===== src/include/tmrwv_params.svh =====
// offsets, field positions, reset values and divider taps of the timer channel
`ifndef TMRWV_PARAMS_SVH
`define TMRWV_PARAMS_SVH
// ----------------------------------------------------------------------
// register byte offsets
// ----------------------------------------------------------------------
`define TMRWV_OFS_CMD 8'h60
`define TMRWV_OFS_MODE 8'h64
`define TMRWV_OFS_STAT 8'h70
`define TMRWV_OFS_CNT 8'h80
`define TMRWV_OFS_CMPA 8'h84
`define TMRWV_OFS_PER 8'h8c
`define TMRWV_CMP_NUM 3
// ----------------------------------------------------------------------
// command bits
// ----------------------------------------------------------------------
`define TMRWV_CMD_SRST 0
`define TMRWV_CMD_CLOCK_ENABLE_CMD 1
`define TMRWV_CMD_CLOCK_DISABLE_CMD 2
`define TMRWV_CMD_SOFTWARE_TRIGGER_CMD 3
// ----------------------------------------------------------------------
// mode fields (lsb positions)
// ----------------------------------------------------------------------
`define TMRWV_MD_CLOCK_SOURCE_SEL 0
`define TMRWV_MD_CLOCK_INVERT 3
`define TMRWV_MD_BURST 4
`define TMRWV_MD_STOP 6
`define TMRWV_MD_CLKOFF 7
`define TMRWV_MD_EDG 8
`define TMRWV_MD_EVT 10
`define TMRWV_MD_EVENT_TRIGGER_ENABLE 12
`define TMRWV_MD_PERTRG 14
`define TMRWV_MD_WAVE 15
`define TMRWV_MD_ACT_A 16
`define TMRWV_MD_ACT_B 24
`define TMRWV_MODE_RST 32'h0000_0000
// ----------------------------------------------------------------------
// status bits
// ----------------------------------------------------------------------
`define TMRWV_ST_OVF 0
`define TMRWV_ST_CPA 2
`define TMRWV_ST_CPB 3
`define TMRWV_ST_CPC 4
`define TMRWV_ST_ETRG 7
`define TMRWV_ST_CLKSTA 8
`define TMRWV_ST_MIRA 9
`define TMRWV_ST_MIRB 10
// ----------------------------------------------------------------------
// prescaler
// ----------------------------------------------------------------------
`define TMRWV_DIV_W 10
`define TMRWV_TAP_2 0
`define TMRWV_TAP_8 2
`define TMRWV_TAP_32 4
`define TMRWV_TAP_128 6
`define TMRWV_TAP_1024 9
`endif


===== src/include/tmrwv_pkg.sv =====
// types and the line-select function of the timer channel
package tmrwv_pkg;
  typedef enum logic [1:0] {
    ACT_NONE = 2'h0,
    ACT_SET = 2'h1,
    ACT_CLR = 2'h2,
    ACT_TGL = 2'h3
  } tmrwv_act_t;

  typedef enum logic {
    RUN_IDLE = 1'b0,
    RUN_ON = 1'b1
  } tmrwv_run_t;

  // code 0 picks the default, codes 1..3 pick external line 0..2
  function automatic logic pick_line(input logic [1:0] code, input logic [2:0] lines,
                                     input logic dflt);
    case (code)
      2'h1: pick_line = lines[0];
      2'h2: pick_line = lines[1];
      2'h3: pick_line = lines[2];
      default: pick_line = dflt;
    endcase
  endfunction : pick_line
endpackage : tmrwv_pkg


===== src/core/tmrwv_top.sv =====
// one 16-bit timer channel in waveform mode behind an avalon-mm slave
// Function
// - soft-reset command clears every channel register; zero does nothing
// - clock-enable acts only with clock-disable zero; disable always wins
// - software trigger zeroes and starts the counter on next valid edge
// - clock source: core clock /2,/8,/32,/128,/1024 or external lines 0-2
// - clock invert selects counting on falling instead of rising edges
// - burst field ANDs the counter clock with none or external line 0-2
// - period-stop halts counter at period match; only a trigger restarts
// - period match asking both trigger and stop just stops
// - period-clock-off disables clock and stops; only clock-enable reopens
// - event edge field picks none, rising, falling or both edges
// - each event sets event flag, maybe triggers, drives pin actions
// - event source field picks pin B or external line 0-2
// - pin B source means single mode: B input, B actions and compare B off
// - event trigger enable decides whether events restart the counter
// - period-trigger bit makes period match restart the counter
// - pin A set/clear/toggle on soft trigger, event, period, compare A
// - pin A priority: soft trigger, event, period, compare A
// - pin B same actions with compare B, only while B is an output
// - pin B priority: soft trigger, event, period, compare B
// - mode-select one means waveform mode with pin A driven
// - counter wraps 0xffff to zero and reports overflow
`timescale 1ns/100ps
`include "tmrwv_params.svh"
module tmrwv_top (
  // clock, reset, freeze
  input wire logic REF_CLK,
  input wire logic RSTN,
  input wire logic CE,
  // avalon-mm slave
  input wire logic [7:0] AVS_ADDRESS,
  input wire logic AVS_READ,
  input wire logic AVS_WRITE,
  input wire logic [31:0] AVS_WRITEDATA,
  input wire logic [3:0] AVS_BYTEENABLE,
  output logic [31:0] AVS_READDATA,
  output logic AVS_WAITREQUEST,
  // external clock lines
  input wire logic [2:0] EXT_CLOCK_LINE,
  // waveform pins
  output logic WAVEFORM_PIN_A_O,
  output logic WAVEFORM_PIN_A_OE,
  input wire logic WAVEFORM_PIN_B_I,
  output logic WAVEFORM_PIN_B_O,
  output logic WAVEFORM_PIN_B_OE
);

  // ----------------------------------------------------------------------
  // bus slave
  // ----------------------------------------------------------------------
  logic req;
  logic commit;
  logic wr;
  logic sel_cmd;
  logic sel_mode;
  logic sel_stat;
  logic sel_cnt;
  logic sel_cmp;
  logic [1:0] cmp_idx;
  logic [31:0] rd_word;
  logic [31:0] stat_word;

  assign req = AVS_READ | AVS_WRITE;
  // the write lands and status clears at the edge where waitrequest is low
  assign commit = req & ~AVS_WAITREQUEST;
  assign wr = AVS_WRITE & commit;
  assign sel_cmd = AVS_ADDRESS == `TMRWV_OFS_CMD;
  assign sel_mode = AVS_ADDRESS == `TMRWV_OFS_MODE;
  assign sel_stat = AVS_ADDRESS == `TMRWV_OFS_STAT;
  assign sel_cnt = AVS_ADDRESS == `TMRWV_OFS_CNT;
  assign sel_cmp = (AVS_ADDRESS >= `TMRWV_OFS_CMPA) && (AVS_ADDRESS <= `TMRWV_OFS_PER)
                   && (AVS_ADDRESS[1:0] == 2'h0);
  assign cmp_idx = 2'((AVS_ADDRESS - `TMRWV_OFS_CMPA) >> 2);

  always_ff @(posedge REF_CLK or negedge RSTN) begin
    if (!RSTN) begin
      AVS_WAITREQUEST <= 1'b1;
      AVS_READDATA <= 32'h0;
    end else if (CE) begin
      AVS_WAITREQUEST <= ~(req & AVS_WAITREQUEST);
      if (AVS_READ & AVS_WAITREQUEST) begin
        AVS_READDATA <= rd_word;
      end
    end
  end

  // ----------------------------------------------------------------------
  // command decode
  // ----------------------------------------------------------------------
  logic cmd_ok;
  logic srst;
  logic clock_enable_cmd_cmd;
  logic clock_disable_cmd_cmd;
  logic sw_ev;

  assign cmd_ok = wr & sel_cmd & AVS_BYTEENABLE[0];
  assign srst = cmd_ok & AVS_WRITEDATA[`TMRWV_CMD_SRST];
  assign clock_disable_cmd_cmd = cmd_ok & AVS_WRITEDATA[`TMRWV_CMD_CLOCK_DISABLE_CMD] & ~srst;
  assign clock_enable_cmd_cmd = cmd_ok & AVS_WRITEDATA[`TMRWV_CMD_CLOCK_ENABLE_CMD]
                     & ~AVS_WRITEDATA[`TMRWV_CMD_CLOCK_DISABLE_CMD] & ~srst;
  assign sw_ev = cmd_ok & AVS_WRITEDATA[`TMRWV_CMD_SOFTWARE_TRIGGER_CMD] & ~srst;

  // ----------------------------------------------------------------------
  // mode and compare registers
  // ----------------------------------------------------------------------
  logic [31:0] mode;
  logic [15:0] cmp_reg [`TMRWV_CMP_NUM];
  logic [2:0] clock_source_sel;
  logic clock_invert;
  logic [1:0] burst;
  logic [1:0] edg;
  logic [1:0] evt;
  logic wave;
  logic dual;

  always_ff @(posedge REF_CLK or negedge RSTN) begin
    if (!RSTN) begin
      mode <= `TMRWV_MODE_RST;
    end else if (CE) begin
      if (srst) begin
        mode <= `TMRWV_MODE_RST;
      end else if (wr & sel_mode) begin
        for (int i = 0; i < 4; i++) begin
          if (AVS_BYTEENABLE[i]) begin
            mode[8*i +: 8] <= AVS_WRITEDATA[8*i +: 8];
          end
        end
      end
    end
  end

  genvar g;
  generate
    for (g = 0; g < `TMRWV_CMP_NUM; g++) begin : g_cmp
      always_ff @(posedge REF_CLK or negedge RSTN) begin
        if (!RSTN) begin
          cmp_reg[g] <= 16'h0;
        end else if (CE) begin
          if (srst) begin
            cmp_reg[g] <= 16'h0;
          end else if (wr & sel_cmp & (cmp_idx == 2'(g))) begin
            if (AVS_BYTEENABLE[0]) cmp_reg[g][7:0] <= AVS_WRITEDATA[7:0];
            if (AVS_BYTEENABLE[1]) cmp_reg[g][15:8] <= AVS_WRITEDATA[15:8];
          end
        end
      end
    end
  endgenerate

  assign clock_source_sel = mode[`TMRWV_MD_CLOCK_SOURCE_SEL +: 3];
  assign clock_invert = mode[`TMRWV_MD_CLOCK_INVERT];
  assign burst = mode[`TMRWV_MD_BURST +: 2];
  assign edg = mode[`TMRWV_MD_EDG +: 2];
  assign evt = mode[`TMRWV_MD_EVT +: 2];
  assign wave = mode[`TMRWV_MD_WAVE];
  assign dual = evt != 2'h0;

  // ----------------------------------------------------------------------
  // pin synchronisers and external event
  // ----------------------------------------------------------------------
  logic [3:0] sync1;
  logic [3:0] sync2;
  logic ev_prev;
  logic ev_src;
  logic ext_ev;

  always_ff @(posedge REF_CLK or negedge RSTN) begin
    if (!RSTN) begin
      sync1 <= 4'h0;
      sync2 <= 4'h0;
      ev_prev <= 1'b0;
    end else if (CE) begin
      sync1 <= {WAVEFORM_PIN_B_I, EXT_CLOCK_LINE};
      sync2 <= sync1;
      ev_prev <= ev_src;
    end
  end

  assign ev_src = tmrwv_pkg::pick_line(evt, sync2[2:0], sync2[3]);
  // bit 0 of the edge field enables rising, bit 1 falling
  assign ext_ev = (edg[0] & ev_src & ~ev_prev)
                  | (edg[1] & ~ev_src & ev_prev);

  // ----------------------------------------------------------------------
  // counter clock
  // ----------------------------------------------------------------------
  logic tick;

  tmrwv_clksel u_clksel (
    .clk(REF_CLK),
    .rstn(RSTN),
    .ce(CE),
    .srst(srst),
    .clock_source_sel(clock_source_sel),
    .clock_invert(clock_invert),
    .burst(burst),
    .xc_s(sync2[2:0]),
    .tick(tick)
  );

  // ----------------------------------------------------------------------
  // counter, triggers, compare events
  // ----------------------------------------------------------------------
  logic clk_en;
  logic trig_pend;
  tmrwv_pkg::tmrwv_run_t run;
  logic [15:0] cnt;
  logic step;
  logic [15:0] next_cnt;
  logic trig_req;
  logic per_stop;
  logic per_ev;
  logic cpa_ev;
  logic cpb_ev;
  logic ovf_ev;

  // a stopping period match swallows its own trigger
  assign per_stop = per_ev & (mode[`TMRWV_MD_STOP] | mode[`TMRWV_MD_CLKOFF]);
  assign trig_req = sw_ev
                    | (ext_ev & mode[`TMRWV_MD_EVENT_TRIGGER_ENABLE])
                    | (per_ev & mode[`TMRWV_MD_PERTRG] & ~per_stop);
  assign step = tick & clk_en & (trig_pend | (run == tmrwv_pkg::RUN_ON));
  assign next_cnt = trig_pend ? 16'h0 : cnt + 16'h1;

  always_ff @(posedge REF_CLK or negedge RSTN) begin
    if (!RSTN) begin
      clk_en <= 1'b0;
    end else if (CE) begin
      if (srst | clock_disable_cmd_cmd) begin
        clk_en <= 1'b0;
      end else if (clock_enable_cmd_cmd) begin
        clk_en <= 1'b1;
      end else if (per_ev & mode[`TMRWV_MD_CLKOFF]) begin
        clk_en <= 1'b0;
      end
    end
  end

  // a trigger waits for the next valid edge, and only while clocked
  always_ff @(posedge REF_CLK or negedge RSTN) begin
    if (!RSTN) begin
      trig_pend <= 1'b0;
    end else if (CE) begin
      if (srst | ~clk_en) begin
        trig_pend <= 1'b0;
      end else if (trig_req) begin
        trig_pend <= 1'b1;
      end else if (tick) begin
        trig_pend <= 1'b0;
      end
    end
  end

  always_ff @(posedge REF_CLK or negedge RSTN) begin
    if (!RSTN) begin
      run <= tmrwv_pkg::RUN_IDLE;
      cnt <= 16'h0;
    end else if (CE) begin
      if (srst) begin
        run <= tmrwv_pkg::RUN_IDLE;
        cnt <= 16'h0;
      end else if (step) begin
        run <= tmrwv_pkg::RUN_ON;
        cnt <= next_cnt;
      end else if (per_stop) begin
        run <= tmrwv_pkg::RUN_IDLE;
      end
    end
  end

  // compares see the value the counter just took
  always_ff @(posedge REF_CLK or negedge RSTN) begin
    if (!RSTN) begin
      per_ev <= 1'b0;
      cpa_ev <= 1'b0;
      cpb_ev <= 1'b0;
      ovf_ev <= 1'b0;
    end else if (CE) begin
      per_ev <= ~srst & step & (next_cnt == cmp_reg[2]);
      cpa_ev <= ~srst & step & (next_cnt == cmp_reg[0]);
      cpb_ev <= ~srst & step & dual & (next_cnt == cmp_reg[1]);
      ovf_ev <= ~srst & step & ~trig_pend & (cnt == 16'hffff);
    end
  end

  // ----------------------------------------------------------------------
  // waveform pins
  // ----------------------------------------------------------------------
  tmrwv_pin_act u_pin_a (
    .clk(REF_CLK),
    .rstn(RSTN),
    .ce(CE),
    .srst(srst),
    .en(wave),
    .ev({sw_ev, ext_ev, per_ev, cpa_ev}),
    .act(mode[`TMRWV_MD_ACT_A +: 8]),
    .pin(WAVEFORM_PIN_A_O)
  );

  tmrwv_pin_act u_pin_b (
    .clk(REF_CLK),
    .rstn(RSTN),
    .ce(CE),
    .srst(srst),
    .en(wave & dual),
    .ev({sw_ev, ext_ev, per_ev, cpb_ev}),
    .act(mode[`TMRWV_MD_ACT_B +: 8]),
    .pin(WAVEFORM_PIN_B_O)
  );

  always_ff @(posedge REF_CLK or negedge RSTN) begin
    if (!RSTN) begin
      WAVEFORM_PIN_A_OE <= 1'b0;
      WAVEFORM_PIN_B_OE <= 1'b0;
    end else if (CE) begin
      WAVEFORM_PIN_A_OE <= ~srst & wave;
      WAVEFORM_PIN_B_OE <= ~srst & wave & dual;
    end
  end

  // ----------------------------------------------------------------------
  // status flags, cleared by a status read
  // ----------------------------------------------------------------------
  logic [4:0] flags;
  logic [4:0] flag_set;
  logic [4:0] flag_clr;

  assign flag_set = {ext_ev, per_ev, cpb_ev, cpa_ev, ovf_ev};
  // only what the read returned is cleared, so a late event survives
  assign flag_clr = (AVS_READ & commit & sel_stat) ?
                    {AVS_READDATA[`TMRWV_ST_ETRG], AVS_READDATA[`TMRWV_ST_CPC],
                     AVS_READDATA[`TMRWV_ST_CPB], AVS_READDATA[`TMRWV_ST_CPA],
                     AVS_READDATA[`TMRWV_ST_OVF]} : 5'h0;

  always_ff @(posedge REF_CLK or negedge RSTN) begin
    if (!RSTN) begin
      flags <= 5'h0;
    end else if (CE) begin
      flags <= srst ? 5'h0 : ((flags & ~flag_clr) | flag_set);
    end
  end

  always_comb begin
    stat_word = 32'h0;
    stat_word[`TMRWV_ST_OVF] = flags[0];
    stat_word[`TMRWV_ST_CPA] = flags[1];
    stat_word[`TMRWV_ST_CPB] = flags[2];
    stat_word[`TMRWV_ST_CPC] = flags[3];
    stat_word[`TMRWV_ST_ETRG] = flags[4];
    stat_word[`TMRWV_ST_CLKSTA] = clk_en;
    stat_word[`TMRWV_ST_MIRA] = WAVEFORM_PIN_A_O;
    stat_word[`TMRWV_ST_MIRB] = dual ? WAVEFORM_PIN_B_O : sync2[3];
  end

  // command register is write-only and reads as zero, as does any hole
  assign rd_word = sel_mode ? mode :
                   sel_stat ? stat_word :
                   sel_cnt ? {16'h0, cnt} :
                   sel_cmp ? {16'h0, cmp_reg[cmp_idx]} : 32'h0;
endmodule : tmrwv_top


===== src/core/tmrwv_clksel.sv =====
// counter clock prescaler, source select, burst gate, inversion, edge detect
`timescale 1ns/100ps
`include "tmrwv_params.svh"
module tmrwv_clksel (
  // clocking
  input wire logic clk,
  input wire logic rstn,
  input wire logic ce,
  input wire logic srst,
  // configuration and synchronised lines
  input wire logic [2:0] clock_source_sel,
  input wire logic clock_invert,
  input wire logic [1:0] burst,
  input wire logic [2:0] xc_s,
  // one-cycle pulse per valid counter clock edge
  output logic tick
);
  logic [`TMRWV_DIV_W-1:0] div;
  logic prev;
  logic src;
  logic gated;
  logic lvl;

  // core clock taps give /2 .. /1024 as square waves
  assign src = (clock_source_sel == 3'h0) ? div[`TMRWV_TAP_2] :
               (clock_source_sel == 3'h1) ? div[`TMRWV_TAP_8] :
               (clock_source_sel == 3'h2) ? div[`TMRWV_TAP_32] :
               (clock_source_sel == 3'h3) ? div[`TMRWV_TAP_128] :
               (clock_source_sel == 3'h4) ? div[`TMRWV_TAP_1024] :
               xc_s[clock_source_sel[1:0] - 2'h1];
  assign gated = src & tmrwv_pkg::pick_line(burst, xc_s, 1'b1);
  assign lvl = gated ^ clock_invert;
  assign tick = lvl & ~prev;

  always_ff @(posedge clk or negedge rstn) begin
    if (!rstn) begin
      div <= '0;
      prev <= 1'b0;
    end else if (ce) begin
      div <= srst ? '0 : div + `TMRWV_DIV_W'(1);
      prev <= srst ? 1'b0 : lvl;
    end
  end
endmodule : tmrwv_clksel


===== src/core/tmrwv_pin_act.sv =====
// prioritised set/clear/toggle of one waveform pin
`timescale 1ns/100ps
module tmrwv_pin_act (
  // clocking
  input wire logic clk,
  input wire logic rstn,
  input wire logic ce,
  input wire logic srst,
  // events: [3] soft trigger, [2] ext event, [1] period, [0] compare
  input wire logic en,
  input wire logic [3:0] ev,
  input wire logic [7:0] act,
  // pin level
  output logic pin
);
  logic [3:0] hit;
  tmrwv_pkg::tmrwv_act_t sel;
  logic next_pin;

  // an event whose field is none does not mask a lower one
  genvar g;
  generate
    for (g = 0; g < 4; g++) begin : g_hit
      assign hit[g] = ev[g] & (act[2*g +: 2] != 2'h0);
    end
  endgenerate

  assign sel = hit[3] ? tmrwv_pkg::tmrwv_act_t'(act[7:6]) :
               hit[2] ? tmrwv_pkg::tmrwv_act_t'(act[5:4]) :
               hit[1] ? tmrwv_pkg::tmrwv_act_t'(act[3:2]) :
               hit[0] ? tmrwv_pkg::tmrwv_act_t'(act[1:0]) :
               tmrwv_pkg::ACT_NONE;

  always_comb begin
    case (sel)
      tmrwv_pkg::ACT_SET: next_pin = 1'b1;
      tmrwv_pkg::ACT_CLR: next_pin = 1'b0;
      tmrwv_pkg::ACT_TGL: next_pin = ~pin;
      default: next_pin = pin;
    endcase
  end

  always_ff @(posedge clk or negedge rstn) begin
    if (!rstn) begin
      pin <= 1'b0;
    end else if (ce) begin
      pin <= srst ? 1'b0 : (en ? next_pin : pin);
    end
  end
endmodule : tmrwv_pin_act


===== config.mk =====
export PLATFORM = sky130hd
export DESIGN_NAME = tmrwv_top
export DESIGN_NICKNAME = d
export VERILOG_FILES = /design/src/include/tmrwv_pkg.sv /design/src/core/tmrwv_top.sv /design/src/core/tmrwv_clksel.sv /design/src/core/tmrwv_pin_act.sv
export VERILOG_INCLUDE_DIRS = /design/src /design/src/include
export SDC_FILE = /design/constraint.sdc
export NUM_CORES = 1
export LEC_CHECK = 0
export ABC_AREA = 0
export BUFFER_PORTS_ARGS = -buffer_cell sky130_fd_sc_hd__buf_2
export CAP_MARGIN = 20
export CORE_MARGIN = 4
export CORE_UTILIZATION = 35
export DETAILED_ROUTE_END_ITERATION = 8
export GPL_ROUTABILITY_DRIVEN = 0
export PLACE_DENSITY_LB_ADDON = 0.15
export SYNTH_ARGS = -nofsm -noshare
export SYNTH_HDL_FRONTEND = slang
export SYNTH_SLANG_ARGS = --single-unit

===== constraint.sdc =====
create_clock -name REF_CLK -period 5.49 [get_ports REF_CLK]
set_clock_uncertainty 0.05 [all_clocks]
set_input_delay 0.2745 -clock REF_CLK [delete_from_list [all_inputs] [get_ports REF_CLK]]
set_output_delay 0.2745 -clock REF_CLK [all_outputs]
set_load 0.03 [all_outputs]

==> flow_summary.toml <==
[timing]
fin_crit_sh = 0.618
period_needed_ns = 3.39
hold_viol = 0
tightest_slew_ns = 0.862
maxSlewViolCount = 0
setup_viol = 0
rsz0062_at_grt = "false"
fmax_mhz = 295
tns_ns = 0
slew-limit-headroom = 0.425

[setup_path]
worstSetupEndpointType = "flop"
worstPathArrival_ns = 3.66
setup.worst_path.class = "flop to flop"
worst_ep_required_time_ns = 5.76
critPathLaunchType = "flop"
critPathMaxFanout = 13

[floorplanning]
dieArea_um2 = 28400
die_width_um = 168
rows = 58
core-area_um2 = 25300
initial_core_util = 0.357
fp.dieH_um = 168
io_pins = 90

[clock_tree]
cts-resized-gates = 0
tritoncts = "yes"
root_buffer = "clkbuf_16"
postCtsSetupRepairBufs = 0
cts_made_buffers = 17
clkSinkCount = 165
cts.path.max_buffers = 2
htreeDepth = 4
clkLatencyLatePin_ns = 0.43
clk_pin_slew_ns = 0.07
hold_buffers = 2

[placement]
port_buffers = 89
dpl.hpwl_um = 20000
dpl-instance-area_um2 = 9790
placedCellCount = 1290

[grt]
grt_pass1_vias = 7007
grt_usage = 0.190
grt_pass1_wl_um = 42100
grt-ovfl-total = 0
grt_antenna_before_repair = 1
grt_start_max_net_pins = 66

[synthesis]
synth_cells = 904
yosys.area_share.simple = 0.162
synth-seq-cells = 165
syn-num-nets = 972
synth_adder_area_share = 0.0208
synth_cell_types = 70
synth_xor_area_frac = 0.0447
synth_area_um2 = 9010
yosys_warnings = 0
muxShareOfSynthArea = 0.123
seq_area_frac_synth = 0.459
avgSynthCellArea_um2 = 9.96
synth_top_family_by_area = "simple AND/OR/NAND/NOR gates"
synth_ff_type = "dfrtp_1"
async_flop_share = 1.00
synth_edf_count = 0
synth_compound_area_frac = 0.161

[final_layout]
final_core_util = 0.412
final_common_cell = "dfrtp_1"
instances_no_fill = 1325
final_cell_mix = "164 x dfrtp_1, 128 x nand2_1, 88 x buf_2, 86 x o21ai_0, 74 x mux2_2"
syn_to_final_growth_pct = 15.5
antenna_cells = 0
fin_nets = 1050
num-fill-cells = 2533
largest_reg_flops = 48
fin_area_um2 = 10400
drive_gt1_frac = 0.230

[drt]
wl_per_cell_um = 20.1
drc = 0
wl_um = 26700
vias = 7126
vias_per_cell = 5.38
drtIter0Drc = 701
antenna_left = 0
first_pass_iters = 6

[power_and_ir_drop]
p_leak_uw = 0.00482
power_density_nw_per_um2 = 258
ir_drop_v = 0.000187

[outcome]
status = "complete, no violations"

[hold_path]
min-delay-path-class = "input pin to flop"

[job]
cap_viol_max_count = 0
[metrics by stage]
step,power (uW),hold slack (ns),setup slack (ns)
after CTS,2710,0.00109,2.13
final,2680,0.0226,2.10
after global placement,1500,0.223,1.94
after detailed placement,1500,0.222,1.85
after floorplan,1400,-0.0711,2.41
after global routing,2790,0.0159,1.87
[report_power, final]
part           total (uW)  internal [uW]  switching, uW
combinational         185           69.5            115
sequential           1290           1250           39.2
clock                1200            670            534
[routing by layer]
| layer | part of all wire | GRT usage | vias to the layer above |
|---|---|---|---|
| li1 | - | - | 3413 |
| met1 | 0.48 | 0.275 | 3493 |
| met2 | 0.45 | 0.296 | 186 |
| met3 | 0.048 | 0.0291 | 32 |
| met4 | 0.017 | 0.0547 | 2 |
| met5 | 0.00045 | 0 | - |
[path summary, 6_finish.rpt]
| kind | from | slack [ns] | to | depth (start not counted) |
|---|---|---|---|---|
| max in group asynchronous | RSTN | 3.79 | cpb_ev | 3 |
| worst min-delay path | AVS_WRITEDATA[29] | 0.02 | mode[29] | 2 |
| worst max-delay path | cnt[0] | 2.10 | per_ev | 8 |
| min in group asynchronous | RSTN | 0.31 | u_clksel.div[8] | 2 |
| worst max register to register | cnt[0] | 2.10 | per_ev | 8 |
| worst min register to register | AVS_READDATA[27] | 0.42 | AVS_READDATA[27] | 2 |
[final cells by class]
type,instances,area (um^2),share of cell area
Tap cell,330,413,0.0397
Sequential cell,165,4130,0.397
Clock inverter,12,118,0.0113
Multi-Input combinational cell,670,4620,0.444
Clock buffer,20,467,0.0449
Timing Repair Buffer,103,562,0.0540
Inverter,25,93.8,0.00902
[synthesized netlist by cell type, types with 2 or more instances]
| cell type | instances | area (um^2) |
|---|---|---|
| o2bb2ai_1 | 3 | 26.3 |
| mux2i_1 | 25 | 250 |
| a222oi_1 | 14 | 140 |
| a32o_1 | 3 | 30.0 |
| clkbuf_1 | 34 | 128 |
| or4_1 | 3 | 22.5 |
| nor2_2 | 4 | 25.0 |
| a22o_1 | 22 | 193 |
| nor3_1 | 20 | 100 |
| a31oi_1 | 5 | 31.3 |
| buf_1 | 2 | 7.51 |
| nand2b_1 | 6 | 37.5 |
| and2_1 | 20 | 125 |
| xor2_1 | 21 | 184 |
| or3_1 | 4 | 25.0 |
| buf_2 | 7 | 35.0 |
| ha_1 | 15 | 188 |
| nand2_1 | 128 | 480 |
| nand3_1 | 24 | 120 |
| nand3b_1 | 3 | 22.5 |
| nor4_1 | 3 | 18.8 |
| o211a_1 | 2 | 20.0 |
| o21ai_0 | 86 | 430 |
| nor3b_1 | 3 | 22.5 |
| o211ai_1 | 4 | 30.0 |
| o32ai_1 | 3 | 26.3 |
| nor2_1 | 35 | 131 |
| inv_1 | 25 | 93.8 |
| nand4_1 | 7 | 43.8 |
| xnor2_1 | 25 | 219 |
| nor2b_1 | 12 | 75.1 |
| and3_1 | 6 | 37.5 |
| and4_1 | 2 | 17.5 |
| a22oi_1 | 3 | 22.5 |
| a21oi_1 | 29 | 145 |
| nor4b_1 | 4 | 35.0 |
| o22ai_1 | 6 | 37.5 |
| o31ai_1 | 4 | 30.0 |
| a21o_1 | 12 | 90.1 |
| or2_2 | 4 | 25.0 |
| dfrtp_1 | 164 | 4100 |
| mux2_2 | 74 | 833 |
[logic make-up after synthesis]
| family | after synthesis |
|---|---|
| compound gates | 214 |
| fa+ha+maj | 15 |
| simple gates | 295 |
| mux | 100 |
| xor+xnor | 46 |
| buf+inv | 69 |
| flops | 165 |
[critical path, cell delays in order (launching register included)]
cell     delay (ns)
dfrtp_1        0.64
ha_1           0.36
nand4_1        0.42
or3_1          0.49
a21oi_1        0.43
xor2_1         0.13
nor4b_1        0.37
nand4_1        0.15
o41ai_1        0.25
Power figures use the tool's default switching activity.
